$ cat src/common/ccc_pkg.sv
package ccc_pkg;
  // ==========================================================================
  // register bus
  // ==========================================================================
  localparam int          ADDR_W = 4;
  localparam int          DATA_W = 8;
  localparam logic [3:0]  REG_CFG  = 4'h0;
  localparam logic [3:0]  REG_CAL  = 4'h1;
  localparam logic [3:0]  REG_PAD  = 4'h2;
  localparam logic [3:0]  REG_ACFG = 4'h3;
  localparam logic [3:0]  REG_ALARM_REPEAT_VALUE = 4'h4;
  localparam logic [3:0]  REG_TWH  = 4'h5;
  localparam logic [3:0]  REG_TWL  = 4'h6;
  localparam logic [3:0]  REG_AWH  = 4'h7;
  localparam logic [3:0]  REG_AWL  = 4'h8;
  // ==========================================================================
  // field positions
  // ==========================================================================
  localparam int CFG_EN_BIT     = 7;
  localparam int CFG_UNLOCK_BIT = 5;
  localparam int CFG_SYNC_BIT   = 4;
  localparam int CFG_HALF_BIT   = 3;
  localparam int CFG_OE_BIT     = 2;
  localparam int PAD_SEL_LSB    = 1;
  localparam int ACFG_EN_BIT    = 7;
  localparam int ACFG_CHIME_BIT = 6;
  localparam int ACFG_MASK_LSB  = 2;
  // ==========================================================================
  // pointer, select and mask codes
  // ==========================================================================
  localparam logic [1:0] PTR_0 = 2'h0;
  localparam logic [1:0] PTR_1 = 2'h1;
  localparam logic [1:0] PTR_2 = 2'h2;
  localparam logic [1:0] PTR_3 = 2'h3;
  localparam logic [1:0] SEL_ALARM   = 2'h0;
  localparam logic [1:0] SEL_SECONDS = 2'h1;
  localparam logic [1:0] SEL_SOURCE  = 2'h2;
  localparam logic [3:0] MASK_HALF   = 4'h0;
  localparam logic [3:0] MASK_SEC    = 4'h1;
  localparam logic [3:0] MASK_TENSEC = 4'h2;
  localparam logic [3:0] MASK_MIN    = 4'h3;
  localparam logic [3:0] MASK_TENMIN = 4'h4;
  localparam logic [3:0] MASK_HOUR   = 4'h5;
  localparam logic [3:0] MASK_DAY    = 4'h6;
  localparam logic [3:0] MASK_WEEK   = 4'h7;
  localparam logic [3:0] MASK_MONTH  = 4'h8;
  localparam logic [3:0] MASK_YEAR   = 4'h9;
  // ==========================================================================
  // bcd limits and reset values
  // ==========================================================================
  localparam logic [7:0] BCD_00 = 8'h00;
  localparam logic [7:0] BCD_01 = 8'h01;
  localparam logic [7:0] BCD_02 = 8'h02;
  localparam logic [7:0] BCD_04 = 8'h04;
  localparam logic [7:0] BCD_06 = 8'h06;
  localparam logic [7:0] BCD_09 = 8'h09;
  localparam logic [7:0] BCD_11 = 8'h11;
  localparam logic [7:0] BCD_12 = 8'h12;
  localparam logic [7:0] BCD_23 = 8'h23;
  localparam logic [7:0] BCD_28 = 8'h28;
  localparam logic [7:0] BCD_29 = 8'h29;
  localparam logic [7:0] BCD_30 = 8'h30;
  localparam logic [7:0] BCD_31 = 8'h31;
  localparam logic [7:0] BCD_59 = 8'h59;
  localparam logic [7:0] BCD_99 = 8'h99;
  localparam logic [2:0] WDAY_LAST = 3'h6;
  localparam logic [7:0] RPT_MAX   = 8'hFF;
  // ==========================================================================
  // time base, counted in source pulses
  // ==========================================================================
  localparam int          PRE_W      = 15;
  localparam logic [14:0] SYNC_START = 15'h7FE0;
endpackage : ccc_pkg

$ cat src/rtl/ccc_top.sv
`timescale 1ns/1ps
`default_nettype none
// Notes on behaviour
// - clock and calendar run only while module enable is set
// - module enable write accepted only while value write unlock is set
// - time window writes take effect only while unlock is set
// - ripple sync status high while value reads may tear
// - half second status low in first half, high in second half
// - writing seconds clears half second status
// - clock pin driven only while pin output enable set
// - time window pointer selects minute/weekday/month and second/hour/day/year
// - time pointer decrements on each high window access, stops at zero
// - configuration register reset only by power-on reset; clock keeps running
// - calibration adds or removes four pulses per minute per unit
// - pin source: alarm pulse, seconds clock, raw source; 11 reserved
// - alarm events only while enabled; auto-clear when count zero, no chime
// - four bit mask selects interval half second to yearly; rest reserved
// - yearly alarm on february 29 fires only in leap years
// - alarm pointer selects alarm minute/weekday/month and second/hour/day
// - alarm pointer decrements on each high window access, stops at zero
// - repeat counter holds further repeats, decrements on each alarm event
// - repeat counter wraps 00 to FF only with chime enabled
// - time and alarm values except weekday held as packed bcd digit pairs
module ccc_top
(
  input  wire logic       ref_clk_in,
  input  wire logic       srst_in,
  input  wire logic       por_in,
  input  wire logic       src_clk_in,
  input  wire logic [3:0] addr_in,
  input  wire logic [7:0] wdata_in,
  input  wire logic       wr_in,
  input  wire logic       rd_in,
  output logic      [7:0] rdata_out,
  output logic            clk_pin_out,
  output logic            clk_pin_oe_out,
  output logic            alarm_event_out
);
  // ==========================================================================
  // state
  // ==========================================================================
  typedef struct packed {
    logic       en;
    logic       unlock;
    logic       oe;
    logic [1:0] tptr;
    logic [7:0] cal;
    logic [1:0] sel;
    logic       alm_en;
    logic       chime;
    logic [3:0] mask;
    logic [1:0] aptr;
    logic [7:0] rpt;
    logic [7:0] sec;
    logic [7:0] min;
    logic [7:0] hour;
    logic [7:0] day;
    logic [7:0] mon;
    logic [7:0] year;
    logic [2:0] wday;
    logic [7:0] a_sec;
    logic [7:0] a_min;
    logic [7:0] a_hour;
    logic [7:0] a_day;
    logic [7:0] a_mon;
    logic [2:0] a_wday;
    logic [14:0] pre;
    logic [9:0] adj;
    logic [2:0] src_s;
    logic       sec_evt;
    logic       half_evt;
    logic       alm_evt;
    logic       alm_pulse;
    logic       pin;
    logic       pin_oe;
    logic [7:0] rd;
  } ccc_state_type;

  ccc_state_type q;
  ccc_state_type d;

  logic       match;
  logic       leap;
  logic       sync_st;
  logic       evt;
  logic       src_tick;
  logic [7:0] rmux;

  // ==========================================================================
  // helpers
  // ==========================================================================
  function automatic logic [8:0] bcd_inc(input logic [7:0] v, input logic [7:0] last,
                                         input logic [7:0] first);
    if (v == last)
      return {1'b1, first};
    else if (v[3:0] == 4'h9)
      return {1'b0, v[7:4] + 4'h1, 4'h0};
    else
      return {1'b0, v[7:4], v[3:0] + 4'h1};
  endfunction : bcd_inc

  function automatic logic [7:0] days_in(input logic [7:0] m, input logic lp);
    if (m == ccc_pkg::BCD_02)
      return lp ? ccc_pkg::BCD_29 : ccc_pkg::BCD_28;
    else if (m == ccc_pkg::BCD_04 || m == ccc_pkg::BCD_06 || m == ccc_pkg::BCD_09
             || m == ccc_pkg::BCD_11)
      return ccc_pkg::BCD_30;
    else
      return ccc_pkg::BCD_31;
  endfunction : days_in

  // bcd year divisible by four: even tens with 0/4/8, odd tens with 2/6
  assign leap = q.year[4] ? (q.year[3:0] == 4'h2 || q.year[3:0] == 4'h6)
                          : (q.year[3:0] == 4'h0 || q.year[3:0] == 4'h4
                             || q.year[3:0] == 4'h8);
  // last few pulses of a second may ripple through all fields
  assign sync_st  = q.en && (q.pre >= ccc_pkg::SYNC_START);
  assign src_tick = q.src_s[1] && !q.src_s[2];

  ccc_alarm_match u_match
  (
    .sec_in    (q.sec),
    .min_in    (q.min),
    .hour_in   (q.hour),
    .day_in    (q.day),
    .mon_in    (q.mon),
    .wday_in   (q.wday),
    .a_sec_in  (q.a_sec),
    .a_min_in  (q.a_min),
    .a_hour_in (q.a_hour),
    .a_day_in  (q.a_day),
    .a_mon_in  (q.a_mon),
    .a_wday_in (q.a_wday),
    .mask_in   (q.mask),
    .leap_in   (leap),
    .match_out (match)
  );

  // time fields update on the second event, so matching looks one cycle later
  assign evt = q.alm_en && match
               && (q.sec_evt || (q.half_evt && q.mask == ccc_pkg::MASK_HALF));

  // ==========================================================================
  // read mux
  // ==========================================================================
  always_comb
  begin
    rmux = 8'h00;
    unique case (addr_in)
      ccc_pkg::REG_CFG:
      begin
        rmux[ccc_pkg::CFG_EN_BIT]     = q.en;
        rmux[ccc_pkg::CFG_UNLOCK_BIT] = q.unlock;
        rmux[ccc_pkg::CFG_SYNC_BIT]   = sync_st;
        rmux[ccc_pkg::CFG_HALF_BIT]   = q.pre[ccc_pkg::PRE_W-1];
        rmux[ccc_pkg::CFG_OE_BIT]     = q.oe;
        rmux[1:0]                     = q.tptr;
      end
      ccc_pkg::REG_CAL:  rmux = q.cal;
      ccc_pkg::REG_PAD:  rmux[ccc_pkg::PAD_SEL_LSB +: 2] = q.sel;
      ccc_pkg::REG_ACFG: rmux = {q.alm_en, q.chime, q.mask, q.aptr};
      ccc_pkg::REG_ALARM_REPEAT_VALUE: rmux = q.rpt;
      ccc_pkg::REG_TWH:
        unique case (q.tptr)
          ccc_pkg::PTR_0: rmux = q.min;
          ccc_pkg::PTR_1: rmux = {5'h00, q.wday};
          ccc_pkg::PTR_2: rmux = q.mon;
          ccc_pkg::PTR_3: rmux = 8'h00;
        endcase
      ccc_pkg::REG_TWL:
        unique case (q.tptr)
          ccc_pkg::PTR_0: rmux = q.sec;
          ccc_pkg::PTR_1: rmux = q.hour;
          ccc_pkg::PTR_2: rmux = q.day;
          ccc_pkg::PTR_3: rmux = q.year;
        endcase
      ccc_pkg::REG_AWH:
        unique case (q.aptr)
          ccc_pkg::PTR_0: rmux = q.a_min;
          ccc_pkg::PTR_1: rmux = {5'h00, q.a_wday};
          ccc_pkg::PTR_2: rmux = q.a_mon;
          ccc_pkg::PTR_3: rmux = 8'h00;
        endcase
      ccc_pkg::REG_AWL:
        unique case (q.aptr)
          ccc_pkg::PTR_0: rmux = q.a_sec;
          ccc_pkg::PTR_1: rmux = q.a_hour;
          ccc_pkg::PTR_2: rmux = q.a_day;
          ccc_pkg::PTR_3: rmux = 8'h00;
        endcase
      default: rmux = 8'h00;
    endcase
  end

  // ==========================================================================
  // next state
  // ==========================================================================
  always_comb
  begin
    logic [15:0] psum;
    logic [1:0]  step;
    logic [8:0]  r;
    psum = 16'h0000;
    step = 2'h1;
    r    = 9'h000;
    d    = q;
    d.src_s    = {q.src_s[1:0], src_clk_in};
    d.sec_evt  = 1'b0;
    d.half_evt = 1'b0;
    d.alm_evt  = evt;
    d.rd       = rd_in ? rmux : 8'h00;

    // time base with calibration spread over the pulses after each minute
    if (q.en && src_tick)
    begin
      if (q.adj != 10'h000 && !q.adj[9])
      begin
        step  = 2'h2;
        d.adj = q.adj - 10'h001;
      end
      else if (q.adj[9])
      begin
        step  = 2'h0;
        d.adj = q.adj + 10'h001;
      end
      psum       = {1'b0, q.pre} + {14'h0000, step};
      d.pre      = psum[14:0];
      d.half_evt = psum[14] && !q.pre[14];
      d.sec_evt  = psum[15];
      if (psum[15])
      begin
        r     = bcd_inc(q.sec, ccc_pkg::BCD_59, ccc_pkg::BCD_00);
        d.sec = r[7:0];
        if (r[8])
        begin
          d.adj = {q.cal, 2'h0};
          r     = bcd_inc(q.min, ccc_pkg::BCD_59, ccc_pkg::BCD_00);
          d.min = r[7:0];
          if (r[8])
          begin
            r      = bcd_inc(q.hour, ccc_pkg::BCD_23, ccc_pkg::BCD_00);
            d.hour = r[7:0];
            if (r[8])
            begin
              d.wday = (q.wday == ccc_pkg::WDAY_LAST) ? 3'h0 : q.wday + 3'h1;
              r      = bcd_inc(q.day, days_in(q.mon, leap), ccc_pkg::BCD_01);
              d.day  = r[7:0];
              if (r[8])
              begin
                r     = bcd_inc(q.mon, ccc_pkg::BCD_12, ccc_pkg::BCD_01);
                d.mon = r[7:0];
                if (r[8])
                begin
                  r      = bcd_inc(q.year, ccc_pkg::BCD_99, ccc_pkg::BCD_00);
                  d.year = r[7:0];
                end
              end
            end
          end
        end
      end
    end

    // alarm event bookkeeping
    if (evt)
    begin
      d.alm_pulse = !q.alm_pulse;
      if (q.rpt != 8'h00)
        d.rpt = q.rpt - 8'h01;
      else if (q.chime)
        d.rpt = ccc_pkg::RPT_MAX;
      else
        d.alm_en = 1'b0;
    end

    // software accesses win over same-cycle hardware updates
    if (wr_in)
    begin
      unique case (addr_in)
        ccc_pkg::REG_CFG:
        begin
          if (q.unlock)
            d.en = wdata_in[ccc_pkg::CFG_EN_BIT];
          d.unlock = wdata_in[ccc_pkg::CFG_UNLOCK_BIT];
          d.oe     = wdata_in[ccc_pkg::CFG_OE_BIT];
          d.tptr   = wdata_in[1:0];
        end
        ccc_pkg::REG_CAL:  d.cal = wdata_in;
        ccc_pkg::REG_PAD:  d.sel = wdata_in[ccc_pkg::PAD_SEL_LSB +: 2];
        ccc_pkg::REG_ACFG:
        begin
          d.alm_en = wdata_in[ccc_pkg::ACFG_EN_BIT];
          d.chime  = wdata_in[ccc_pkg::ACFG_CHIME_BIT];
          d.mask   = wdata_in[ccc_pkg::ACFG_MASK_LSB +: 4];
          d.aptr   = wdata_in[1:0];
        end
        ccc_pkg::REG_ALARM_REPEAT_VALUE: d.rpt = wdata_in;
        ccc_pkg::REG_TWH:
          if (q.unlock)
            unique case (q.tptr)
              ccc_pkg::PTR_0: d.min  = wdata_in;
              ccc_pkg::PTR_1: d.wday = wdata_in[2:0];
              ccc_pkg::PTR_2: d.mon  = wdata_in;
              ccc_pkg::PTR_3: d.mon  = d.mon;
            endcase
        ccc_pkg::REG_TWL:
          if (q.unlock)
            unique case (q.tptr)
              ccc_pkg::PTR_0:
              begin
                d.sec = wdata_in;
                d.pre = 15'h0000;
              end
              ccc_pkg::PTR_1: d.hour = wdata_in;
              ccc_pkg::PTR_2: d.day  = wdata_in;
              ccc_pkg::PTR_3: d.year = wdata_in;
            endcase
        ccc_pkg::REG_AWH:
          unique case (q.aptr)
            ccc_pkg::PTR_0: d.a_min  = wdata_in;
            ccc_pkg::PTR_1: d.a_wday = wdata_in[2:0];
            ccc_pkg::PTR_2: d.a_mon  = wdata_in;
            ccc_pkg::PTR_3: d.a_mon  = d.a_mon;
          endcase
        ccc_pkg::REG_AWL:
          unique case (q.aptr)
            ccc_pkg::PTR_0: d.a_sec  = wdata_in;
            ccc_pkg::PTR_1: d.a_hour = wdata_in;
            ccc_pkg::PTR_2: d.a_day  = wdata_in;
            ccc_pkg::PTR_3: d.a_day  = d.a_day;
          endcase
        default: d.rd = d.rd;
      endcase
    end

    // pointers step down on every high window access, even a locked write
    if ((wr_in || rd_in) && addr_in == ccc_pkg::REG_TWH && q.tptr != ccc_pkg::PTR_0)
      d.tptr = q.tptr - 2'h1;
    if ((wr_in || rd_in) && addr_in == ccc_pkg::REG_AWH && q.aptr != ccc_pkg::PTR_0)
      d.aptr = q.aptr - 2'h1;

    // clock pin; selects are registered so the pin lags one cycle
    unique case (q.sel)
      ccc_pkg::SEL_ALARM:   d.pin = q.alm_pulse;
      ccc_pkg::SEL_SECONDS: d.pin = q.pre[ccc_pkg::PRE_W-1];
      ccc_pkg::SEL_SOURCE:  d.pin = q.src_s[1];
      default:              d.pin = 1'b0;
    endcase
    if (!q.oe)
      d.pin = 1'b0;
    d.pin_oe = q.oe;

    // system reset spares the configuration register and the running clock
    if (srst_in)
    begin
      d.cal       = 8'h00;
      d.sel       = ccc_pkg::SEL_ALARM;
      d.alm_en    = 1'b0;
      d.chime     = 1'b0;
      d.mask      = ccc_pkg::MASK_HALF;
      d.aptr      = ccc_pkg::PTR_0;
      d.rpt       = 8'h00;
      d.alm_evt   = 1'b0;
      d.alm_pulse = 1'b0;
      d.rd        = 8'h00;
    end
    if (por_in)
    begin
      d        = '0;
      d.day    = ccc_pkg::BCD_01;
      d.mon    = ccc_pkg::BCD_01;
      d.a_day  = ccc_pkg::BCD_01;
      d.a_mon  = ccc_pkg::BCD_01;
    end
  end

  always_ff @(posedge ref_clk_in)
  begin
    q <= d;
  end

  assign rdata_out       = q.rd;
  assign clk_pin_out     = q.pin;
  assign clk_pin_oe_out  = q.pin_oe;
  assign alarm_event_out = q.alm_evt;
endmodule : ccc_top
`default_nettype wire

$ cat src/rtl/ccc_alarm_match.sv
`timescale 1ns/1ps
`default_nettype none
module ccc_alarm_match
(
  input  wire logic [7:0] sec_in,
  input  wire logic [7:0] min_in,
  input  wire logic [7:0] hour_in,
  input  wire logic [7:0] day_in,
  input  wire logic [7:0] mon_in,
  input  wire logic [2:0] wday_in,
  input  wire logic [7:0] a_sec_in,
  input  wire logic [7:0] a_min_in,
  input  wire logic [7:0] a_hour_in,
  input  wire logic [7:0] a_day_in,
  input  wire logic [7:0] a_mon_in,
  input  wire logic [2:0] a_wday_in,
  input  wire logic [3:0] mask_in,
  input  wire logic       leap_in,
  output logic            match_out
);
  logic eq_sec1;
  logic eq_sec;
  logic eq_min1;
  logic eq_min;
  logic eq_hour;
  logic eq_day;
  logic eq_mon;
  logic feb29;

  assign eq_sec1 = (sec_in[3:0] == a_sec_in[3:0]);
  assign eq_sec  = (sec_in == a_sec_in);
  assign eq_min1 = (min_in[3:0] == a_min_in[3:0]);
  assign eq_min  = (min_in == a_min_in);
  assign eq_hour = (hour_in == a_hour_in);
  assign eq_day  = (day_in == a_day_in);
  assign eq_mon  = (mon_in == a_mon_in);
  assign feb29   = (a_mon_in == ccc_pkg::BCD_02) && (a_day_in == ccc_pkg::BCD_29);

  always_comb
  begin
    unique case (mask_in)
      ccc_pkg::MASK_HALF:   match_out = 1'b1;
      ccc_pkg::MASK_SEC:    match_out = 1'b1;
      ccc_pkg::MASK_TENSEC: match_out = eq_sec1;
      ccc_pkg::MASK_MIN:    match_out = eq_sec;
      ccc_pkg::MASK_TENMIN: match_out = eq_sec && eq_min1;
      ccc_pkg::MASK_HOUR:   match_out = eq_sec && eq_min;
      ccc_pkg::MASK_DAY:    match_out = eq_sec && eq_min && eq_hour;
      ccc_pkg::MASK_WEEK:   match_out = eq_sec && eq_min && eq_hour && (wday_in == a_wday_in);
      ccc_pkg::MASK_MONTH:  match_out = eq_sec && eq_min && eq_hour && eq_day;
      // february 29 only ever matches in a leap year
      ccc_pkg::MASK_YEAR:   match_out = eq_sec && eq_min && eq_hour && eq_day && eq_mon
                                        && (!feb29 || leap_in);
      // reserved codes never fire
      default:              match_out = 1'b0;
    endcase
  end
endmodule : ccc_alarm_match
`default_nettype wire

$ cat config.mk
export PLATFORM = sky130hd
export DESIGN_NAME = ccc_top
export DESIGN_NICKNAME = d
export VERILOG_FILES = /design/src/common/ccc_pkg.sv /design/src/rtl/ccc_top.sv /design/src/rtl/ccc_alarm_match.sv
export SDC_FILE = /design/constraint.sdc
export NUM_CORES = 1
export LEC_CHECK = 0
export ABC_AREA = 0
export BUFFER_PORTS_ARGS = -buffer_cell sky130_fd_sc_hd__buf_4
export CAP_MARGIN = 40
export CORE_ASPECT_RATIO = 0.75
export CORE_MARGIN = 1
export CORE_UTILIZATION = 30
export CTS_BUF_LIST = sky130_fd_sc_hd__clkbuf_16
export DETAILED_ROUTE_END_ITERATION = 10
export SKIP_CTS_REPAIR_TIMING = 1
export SLEW_MARGIN = 40
export SYNTH_ARGS = -nofsm -noshare
export SYNTH_HDL_FRONTEND = slang
export SYNTH_SLANG_ARGS = --single-unit
export TNS_END_PERCENT = 10
$ cat constraint.sdc
create_clock -name ref_clk_in -period 4.2 [get_ports ref_clk_in]
set_input_delay 0.21 -clock ref_clk_in [delete_from_list [all_inputs] [get_ports ref_clk_in]]
set_output_delay 0.21 -clock ref_clk_in [all_outputs]
set_load 0.05 [all_outputs]
Word level (Yosys, flattened, before mapping). Index checks and enable logic that the tools add are counted.

Memory bits (read-only): 0. Register bits: 167. Input bits: 18. Bits in latches: 0. Memory bits (writable): 0. Output and inout port bits: 11. Memories: 0. Word-level logic and storage cells: 294.

Divide/modulo/power cells: 0. Add/sub/neg operators: 19. Multipliers: 0. Reductions and logical operators: 66. Shift-type cells: 0. Order comparisons: 1. Bitwise gates (word level): 3. Eq/ne operators: 57. Mux-type cells: 114.

Operator list (count): 8-bit 2-to-1 mux (40); 9-bit 2-to-1 mux (25); 137-bit 2-to-1 mux (1); 8-bit one-hot mux with 4 select lines (4); 51-bit 2-to-1 mux (2); 16-bit 2-to-1 mux (4); 4-bit by 1-bit adder with 4-bit output (second input constant) (12); 8-bit equality test (6); 15-bit 2-to-1 mux (3); 43-bit 2-to-1 mux (1); 4-bit by 3-bit equality test with 1-bit output (second input constant) (10); 4-bit equality test (second input constant) (10); 10-bit 2-to-1 mux (4); 35-bit 2-to-1 mux (1); 27-bit 2-to-1 mux (1); 25-bit 2-to-1 mux (1); 3-bit one-hot mux with 8 select lines (1); 3-bit AND reduction (7); 4-bit by 2-bit equality test with 1-bit output (second input constant) (5); 1-bit logical AND (20); 2-bit one-hot mux with 9 select lines (1); 15-bit by 2-bit adder with 16-bit output (1); 8-bit by 2-bit equality test with 1-bit output (second input constant) (2); 8-bit by 3-bit equality test with 1-bit output (second input constant) (2); 37 further kinds (96).

Longest topological paths before layout. Gate-level depths: netlist (run 1).

Word-level depth: 44. Mapped depth: 18. Gate-level depth less buffers: 15.

Cells and area by module. From an unflattened synthesis (run 1), not the netlist that was laid out.

Cells, all modules: 1277. Area, all modules: 10167.3 µm².

By module, submodules not included: ccc_top (area each 9569.2 µm², cells an instance 1201, times used 1); ccc_alarm_match (area each 598.1 µm², cells an instance 76, times used 1).

Least setup slack after synthesis (run 1). No wires, ideal clock.

Path type: reg-to-reg. Start point: register q[17] (netlist bit). End point: register q[94] (netlist bit). Data required time: 4109 ps. Arrival time: 4273 ps. Slack: -163 ps. Path buffers: 2. Stages on the path, launching flop included: 16. Cell sequence: dfxtp_1 -> clkbuf_1 -> inv_1 -> ha_1 -> or4b_2 -> or4_1 -> nor3_1 -> ha_1 -> a21oi_1 -> or3_1 -> clkbuf_1 -> nor3_2 -> nand2_1 -> a2111o_1 -> or4_1 -> a311oi_1.

Word-level cells in the longest chain between the ends: 11.

RTL lines: start, declared (RTL line ccc_top.sv:79) `ccc_state_type q;`; start signal, assigned (RTL line ccc_top.sv:379) `q <= d;`; 10-bit nonzero test * (RTL line ccc_top.sv:216) `if (q.adj != 10'h000 && !q.adj[9])`; 1-bit logical AND * (RTL line ccc_top.sv:216); 2-bit 2-to-1 mux * (RTL line ccc_top.sv:216); 2-bit 2-to-1 mux * (RTL line ccc_top.sv:214) `if (q.en && src_tick)`; 15-bit by 2-bit adder with 16-bit output * (RTL line ccc_top.sv:226) `psum = {1'b0, q.pre} + {14'h0000, step};`; 51-bit 2-to-1 mux * (RTL line ccc_top.sv:230) `if (psum[15])`; 51-bit 2-to-1 mux * (RTL line ccc_top.sv:214); 8-bit 2-to-1 mux (RTL line ccc_top.sv:308) `unique case (q.tptr)`; 8-bit 2-to-1 mux (RTL line ccc_top.sv:307) `if (q.unlock)`; 8-bit 2-to-1 mux (RTL line ccc_top.sv:279) `unique case (addr_in)`; 137-bit 2-to-1 mux * (RTL line ccc_top.sv:277) `if (wr_in)`.

Mark *: on every way between the ends. The rest lies on a longest branch, timed or not. The select of a mux whose other input is x is not followed. A chain may end at the register's enable or synchronous reset.

Final worst setup path (run 1). Same ends and word-level chain as after synthesis.

==> reports/qor.yml, run 1 <==
outcome: "finished clean"
fmax_mhz: 251
gp_congestion: 1.04
synthArstFlopShare_pct: 0
synth-edff-count: 0
syn2layout_area_growth_pct: 11.9
syn_area_per_cell_um2: 7.90
hold_viol: 0
clk_path_buf_depth: 2
finalClockSkew_ns: 0.00824
post_drt_wl_per_cell_um: 20.2
dr.first_iter.drc_count: 1347
cts_inserted_buffers: 17
core-area_um2: 32500
regArea_um2: 3340
yosysSeqAreaShare_pct: 33.5
irDropWorstVdd_uv: 299
synth.yosys.warnings: 0
cp-start-kind: "register"
cts_num_sinks: 167
postPlaceCellArea_um2: 10500
synth-seq-cells: 167
multi_input_area_um2: 6140
timing.critical_path.arrival_ns: 4.36
port-buffer-count: 28
post_synth_inst_count: 1261
die_y_um: 160
boundary_pins: 29
total_global_routing_track_utilization_pct: 20.2
mappedNetlistNets: 1311
ys_dominant_reg_cell: "sky130_fd_sc_hd__dfxtp_1"
worstPathRequired_ns: 4.57
post-route-period-util_pct: 94.9
finalSetupViolCount: 0
drt-total-wl_um: 34200
timing.slew.headroom_pct: 56.1
clkSlewWorstSetupHoldPaths_ns: 0.07
ant_nets: 0
htree_num_levels: 4
leakagePower_nw: 4.20
antenna_found_initial: 0
clock_tree.root_cell: "sky130_fd_sc_hd__clkbuf_16"
timing_worst_setup_path_type: "reg -> reg"
n_fill_cell: 3410
detailed_placer_s_ending_hpwl_um: 24100
drv.max_cap_violation_count: 0
finalMaxSlewViolations: 0
fraction_of_final_layout_cells_with_drive_strength_greater_than_1_pct: 8.79
overflow: 0
detailedRoute.firstPassIterationCount: 8
crit_slowest_cell: "sky130_fd_sc_hd__or4b_2"
layout_min_cycle_time_ns: 3.99
rsz_0062_raised_after_global_routing: "yes"
timing.hold.worst.class: "in -> reg"
yosys.cell_types.count: 78
detail_route.drc_violations: 0
finish.net_count: 1288
critPathMaxStageDelay_ns: 0.63
cts_tree: "yes"
grt_start_max_net_pins: 73
worst_pin_slew_ns: 0.654
core.rowCount: 57
path_max_fanout: 5
fp.dieArea_um2: 34000
crit_top_cell: "sky130_fd_sc_hd__nor3_4"
power_per_cell_area_nw_per_um2: 310
die-width_um: 212
worstSkewPairLatency_ns: 0.46
cells_along_the_critical_path: "inv_1, ha_1, or4b_2, or4_4, nor3_4, ha_2, a21oi_1, or3_4, nor3_4, nand2_2, a2111o_1, or4_1, a311oi_1"
routed_via_density: 5.73
initial_core_utilization_pct: 30.6
grt_first_pass_wirelength_um: 51700
diodes: 0
mappedNetlistArea_um2: 9970
critical_path.endpoint_type: "register"
number_of_vias_after_detailed_routing: 9709
grt_pass1_vias: 8391
total_power_mw: 3.45
final_design_area_no_fill_um2: 11200
-- state kept, by name (all words and copies together) (netlist names) --
name	count
q	156
clk_pin_oe_out	1
clk_pin_out	1
rdata_out	8
alarm_event_out	1
-- logic make-up after synthesis --
family / count (synthesis) / synth area share, %
xor gates and xnor gates: 68 / 5.98
muxes: 66 / 6.67
and+or+nand+nor: 509 / 24.6
adders and majority gates: 32 / 4.09
DFF: 167 / 33.5
AOI/OAI and AO/OA: 294 / 19.7
buffers and inverters: 125 / 5.35
-- layout make-up --
type                       instances  share of cell area (%)
clock inverter                    15                    1.74
clock buffer                      17                    3.81
timing repair buffer              48                    3.30
tap                              442                    4.96
sequential                       167                    30.0
inverter                          35                    1.18
multi-input combinational        969                    55.0
-- cell usage after synthesis, types with 4 or more instances --
library cell / count / share of area, %
sky130_fd_sc_hd__a211oi_1: 28 / 2.1
sky130_fd_sc_hd__nand2_1: 93 / 3.5
sky130_fd_sc_hd__a22o_1: 9 / 0.79
sky130_fd_sc_hd__o22ai_1: 8 / 0.50
sky130_fd_sc_hd__nor4_1: 9 / 0.56
sky130_fd_sc_hd__o32ai_1: 5 / 0.44
sky130_fd_sc_hd__a222oi_1: 11 / 1.1
sky130_fd_sc_hd__nor3_1: 48 / 2.4
sky130_fd_sc_hd__inv_1: 34 / 1.3
sky130_fd_sc_hd__xor2_1: 26 / 2.3
sky130_fd_sc_hd__buf_4: 10 / 0.75
sky130_fd_sc_hd__and3b_1: 7 / 0.62
sky130_fd_sc_hd__nand3_1: 46 / 2.3
sky130_fd_sc_hd__nor2_1: 193 / 7.3
sky130_fd_sc_hd__ha_1: 31 / 3.9
sky130_fd_sc_hd__clkbuf_1: 71 / 2.7
sky130_fd_sc_hd__o21ai_0: 60 / 3.0
sky130_fd_sc_hd__dfxtp_1: 167 / 34
sky130_fd_sc_hd__a311oi_1: 14 / 1.2
sky130_fd_sc_hd__nor3b_1: 4 / 0.30
sky130_fd_sc_hd__or3_1: 7 / 0.44
sky130_fd_sc_hd__or4_1: 9 / 0.68
sky130_fd_sc_hd__a21oi_1: 74 / 3.7
sky130_fd_sc_hd__a31oi_1: 8 / 0.50
sky130_fd_sc_hd__mux2i_1: 63 / 6.3
sky130_fd_sc_hd__nand4_1: 17 / 1.1
sky130_fd_sc_hd__nor4b_1: 4 / 0.35
sky130_fd_sc_hd__xnor2_1: 42 / 3.7
sky130_fd_sc_hd__and2_1: 11 / 0.69
sky130_fd_sc_hd__nor2b_1: 22 / 1.4
sky130_fd_sc_hd__a22oi_1: 30 / 2.3
sky130_fd_sc_hd__o211ai_1: 10 / 0.75
sky130_fd_sc_hd__or2_2: 7 / 0.44
sky130_fd_sc_hd__a221oi_1: 6 / 0.53
sky130_fd_sc_hd__and3_1: 9 / 0.56
sky130_fd_sc_hd__o311ai_0: 4 / 0.35
-- cells in the final DEF (no fill, tap or decap), types with 10 or more instances in the layout --
cell type / Yosys / layout
sky130_fd_sc_hd__a311oi_1: 14 / 14
sky130_fd_sc_hd__nor2_1: 193 / 193
sky130_fd_sc_hd__nand3_1: 46 / 46
sky130_fd_sc_hd__dfxtp_1: 167 / 167
sky130_fd_sc_hd__clkbuf_16: 0 / 17
sky130_fd_sc_hd__ha_1: 31 / 29
sky130_fd_sc_hd__and2_1: 11 / 11
sky130_fd_sc_hd__o21ai_0: 60 / 60
sky130_fd_sc_hd__o211ai_1: 10 / 10
sky130_fd_sc_hd__a22oi_1: 30 / 30
sky130_fd_sc_hd__mux2i_1: 63 / 63
sky130_fd_sc_hd__nand4_1: 17 / 17
sky130_fd_sc_hd__inv_1: 34 / 34
sky130_fd_sc_hd__xor2_1: 26 / 26
sky130_fd_sc_hd__a222oi_1: 11 / 11
sky130_fd_sc_hd__nand2_1: 93 / 92
sky130_fd_sc_hd__nor2b_1: 22 / 22
sky130_fd_sc_hd__a21oi_1: 74 / 74
sky130_fd_sc_hd__nor3_1: 48 / 46
sky130_fd_sc_hd__a211oi_1: 28 / 27
sky130_fd_sc_hd__buf_4: 10 / 46
sky130_fd_sc_hd__xnor2_1: 42 / 42
-- per-stage QoR --
step                setup TNS, ns  hold WS, ns  instances  worst slack [ns]  utilization [%]
global route              -0.0303       0.0319       1693           -0.0303             34.3
finish                          0       0.0125       1693             0.212             34.3
detailed placement              0        0.436       1661            0.0740             32.3
floorplan                       0        0.328       1261           0.00317                -
CTS                             0      0.00213       1693            0.0587             34.2
global placement                0        0.433       1661             0.135             32.3
-- metal layers --
layer  up-vias  part of all wire, %  global-route usage (%)  wire [um]
met5         -                    0                       0          0
met4         0                  1.8                    5.36        606
met3        48                  9.8                    4.46       3350
met2       483                   39                    26.1      13300
met1      4681                   49                    32.3      16900
li1       4497                    -                       -          -
-- final timing paths --
check	cells past startpoint	end	from	slack, ns
setup / recovery	13	q[94]	q[17]	0.21
hold / removal	2	q[14]	src_clk_in	0.01
setup reg to reg	13	q[94]	q[17]	0.21
hold reg to reg	1	q[15]	q[14]	0.45
-- where the power goes --
group | switching (mW) | internal [mW] | leakage, nW
Combinational | 0.126 | 0.0403 | 2.55
Sequential | 0.00867 | 1.59 | 1.35
Clock | 0.739 | 0.949 | 0.298
Total | 0.874 | 2.58 | 4.20
-- worst max-delay path, delay by kind of cell, from the launching register on --
| kind | cells | cell delay, ns |
|---|---|---|
| and+or+nand+nor | 7 | 2.42 |
| AOI/OAI and AO/OA | 3 | 0.75 |
| adders and majority gates | 2 | 0.36 |
| DFF | 1 | 0.31 |
| buffers and inverters | 1 | 0.05 |
(Power assumes the default switching activity.)
==> inputs of run 2 (changes only) <==
CORE_MARGIN = 2   (was 1)
CORE_UTILIZATION = 44   (was 30)
TNS_END_PERCENT = not set   (was 10)
==> run 2 against run 1 <==
Effect of this change:
- register-to-register slack improved by 0.08 ns
- critical path depth rose by 2
- wire length fell by 2.9%
- highest routed layer unchanged
- design area fell by 1.8%
- hold slack improved by 0.14 ns
- critical endpoint is now q[91]
- largest power group is now sequential cells
- clock skew rose by 0.0043 ns
==> reports/qor.yml, run 2 (same netlist as run 1, synthesis figures left out) <==
outcome: "finished clean"
routed_via_density: 6.13  # +6.9%
cts_inserted_buffers: 17  # unchanged
min-delay-start: "rd_in"
rsz_0062_raised_after_global_routing: "no"
hold_end: "rdata_out[1]"
regMostFlops: "q"
path_max_fanout: 14  # +9
drt-total-wl_um: 33200  # -2.9%
core.rowCount: 47  # -18%
htree_num_levels: 4  # unchanged
total_power_mw: 3.36  # -2.7%
worstSkewPairLatency_ns: 0.44  # -0.02 ns
hold_depth: 3  # +1
finalClockSkew_ns: 0.0126  # +0.00435 ns
worst_r2r_startpoint: "q[17]"
finalSetupViolCount: 0  # unchanged
cts_num_sinks: 167  # unchanged
total_global_routing_track_utilization_pct: 28.1  # +7.9 points
cp-start-kind: "register"
finalMaxSlewViolations: 0  # unchanged
post_drt_wl_per_cell_um: 21.4  # +6.1%
leakagePower_nw: 4.20  # about the same
hold_viol: 0  # unchanged
post-route-period-util_pct: 93.1  # -1.8 points
overflow: 0  # unchanged
layout_min_cycle_time_ns: 3.91  # -0.0775 ns
critical_path.endpoint_type: "register"
drv.max_cap_violation_count: 0  # unchanged
most-common-layout-cells: "sky130_fd_sc_hd__nor2_1 (193), sky130_fd_sc_hd__dfxtp_1 (167), sky130_fd_sc_hd__nand2_1 (92)"
number_of_vias_after_detailed_routing: 9499  # -2.2%
port-buffer-count: 28  # unchanged
syn2layout_area_growth_pct: 9.88
grt_first_pass_wirelength_um: 51000  # -1.3%
reg2regPathDepth: 15  # +2
layout_commonest_cell: "sky130_fd_sc_hd__nor2_1"
timing.reg2reg.setup_slack_ns: 0.29  # +0.08 ns
irDropWorstVdd_uv: 273  # -8.9%
timing.slew.headroom_pct: 43.1  # -13 points
cts_tree: "yes"
core-area_um2: 22200  # -32%
finish.net_count: 1292  # +0.31%
fin_hold_ws_ns: 0.151  # +0.139 ns
gp_congestion: 0.986  # -5.1%
worstPathRequired_ns: 4.56  # about the same
timing.critical_path.arrival_ns: 4.27  # -0.09 ns
fmax_mhz: 256  # +2.0%
final_design_area_no_fill_um2: 11000  # -1.8%
grt_pass1_vias: 8455  # +0.76%
fraction_of_final_layout_cells_with_drive_strength_greater_than_1_pct: 8.61  # -0.19 points
timing_worst_setup_path_type: "reg -> reg"
fp.dieArea_um2: 23900  # -30%
worst_pin_slew_ns: 0.854  # +0.199 ns
fin_tns_setup_ns: 0  # unchanged
n_fill_cell: 2165  # -37%
diodes: 0  # unchanged
largest_register_ff_count: 156  # unchanged
dr.first_iter.drc_count: 1080  # -20%
die_y_um: 134  # -16%
clk_path_buf_depth: 2  # unchanged
ant_nets: 0  # unchanged
boundary_pins: 29  # unchanged
detailed_placer_s_ending_hpwl_um: 23200  # -3.7%
reg2reg_to: "q[91]"
antenna_found_initial: 0  # unchanged
clkSlewWorstSetupHoldPaths_ns: 0.07  # about the same
detailedRoute.firstPassIterationCount: 7  # -1
die-width_um: 178  # -16%
postPlaceCellArea_um2: 10300  # -1.7%
timing.hold.worst.class: "in -> reg"
initial_core_utilization_pct: 45.0  # +14 points
detail_route.drc_violations: 0  # unchanged
grt_start_max_net_pins: 84  # +15%
power_per_cell_area_nw_per_um2: 307  # -0.94%
clock_tree.root_cell: "sky130_fd_sc_hd__clkbuf_16"
## run 2: changes by cell type in the layout (fill, tap and decap cells not counted), sizes merged
| cell | change |
|---|---|
| buf | +3 |
| clkinv | +1 |
| inv | -1 |
| clkinvlp | +1 |
| bufinv | -1 |
| dlygate4sd3 | +1 |
## run 2: metrics by stage
stage / util, % / setup slack (ns) / instances
after floorplan: - / 0.00317 / 1261
after global placement: 46.5 / 0.196 / 1514
after detailed placement: 46.6 / 0.112 / 1514
after CTS: 49.2 / 0.0974 / 1546
after global routing: 49.4 / 0.0467 / 1549
final: 49.4 / 0.290 / 1549
## run 2: metal layers
| layer | share of wire, % | vias to the layer above | global-route usage (%) |
|---|---|---|---|
| met5 | 0 | - | 0 |
| met4 | 1.4 | 0 | 6.65 |
| li1 | - | 4504 | - |
| met3 | 9.8 | 40 | 6.77 |
| met2 | 40 | 434 | 38.3 |
| met1 | 49 | 4521 | 43.7 |
## run 2: final cells by class
class / count / area, um2 / share of cell area (%)
clock buffers: 17 / 425 / 3.88
clock inverters: 15 / 153 / 1.39
inverters: 35 / 131 / 1.20
multi-input cells: 969 / 6130 / 56.0
flip-flops and latches: 167 / 3340 / 30.5
well taps: 294 / 368 / 3.36
repair buffers: 52 / 400 / 3.66
## run 2: how the worst max path moves through the flow
stage / startpoint / to / cells after the start
after floorplan: q[17] / q[94] / 15
after global placement: q[17] / q[91] / 15
after detailed placement: q[17] / q[91] / 15
after CTS: q[17] / q[91] / 15
after global routing: q[17] / q[91] / 15
final: q[17] / q[91] / 15
## run 2: worst max-delay path, stage by stage, from the launching register on
cell	delay [ns]
sky130_fd_sc_hd__dfxtp_1	0.31
sky130_fd_sc_hd__inv_1	0.06
sky130_fd_sc_hd__ha_1	0.15
sky130_fd_sc_hd__or4b_4	0.47
sky130_fd_sc_hd__or4_4	0.45
sky130_fd_sc_hd__nor3_4	0.15
sky130_fd_sc_hd__ha_2	0.22
sky130_fd_sc_hd__a21oi_1	0.11
sky130_fd_sc_hd__or3_4	0.43
sky130_fd_sc_hd__nor3_4	0.25
sky130_fd_sc_hd__nand2_2	0.09
sky130_fd_sc_hd__buf_4	0.19
sky130_fd_sc_hd__a2111o_1	0.42
sky130_fd_sc_hd__nor3b_2	0.19
sky130_fd_sc_hd__o21ai_0	0.09
sky130_fd_sc_hd__a311oi_1	0.24
## run 2: report_power, final
part | total [mW] | internal [mW] | switching, mW
sequential | 1.60 | 1.59 | 0.00860
clock | 1.60 | 0.878 | 0.718
combinational | 0.165 | 0.0405 | 0.124
total | 3.36 | 2.51 | 0.851
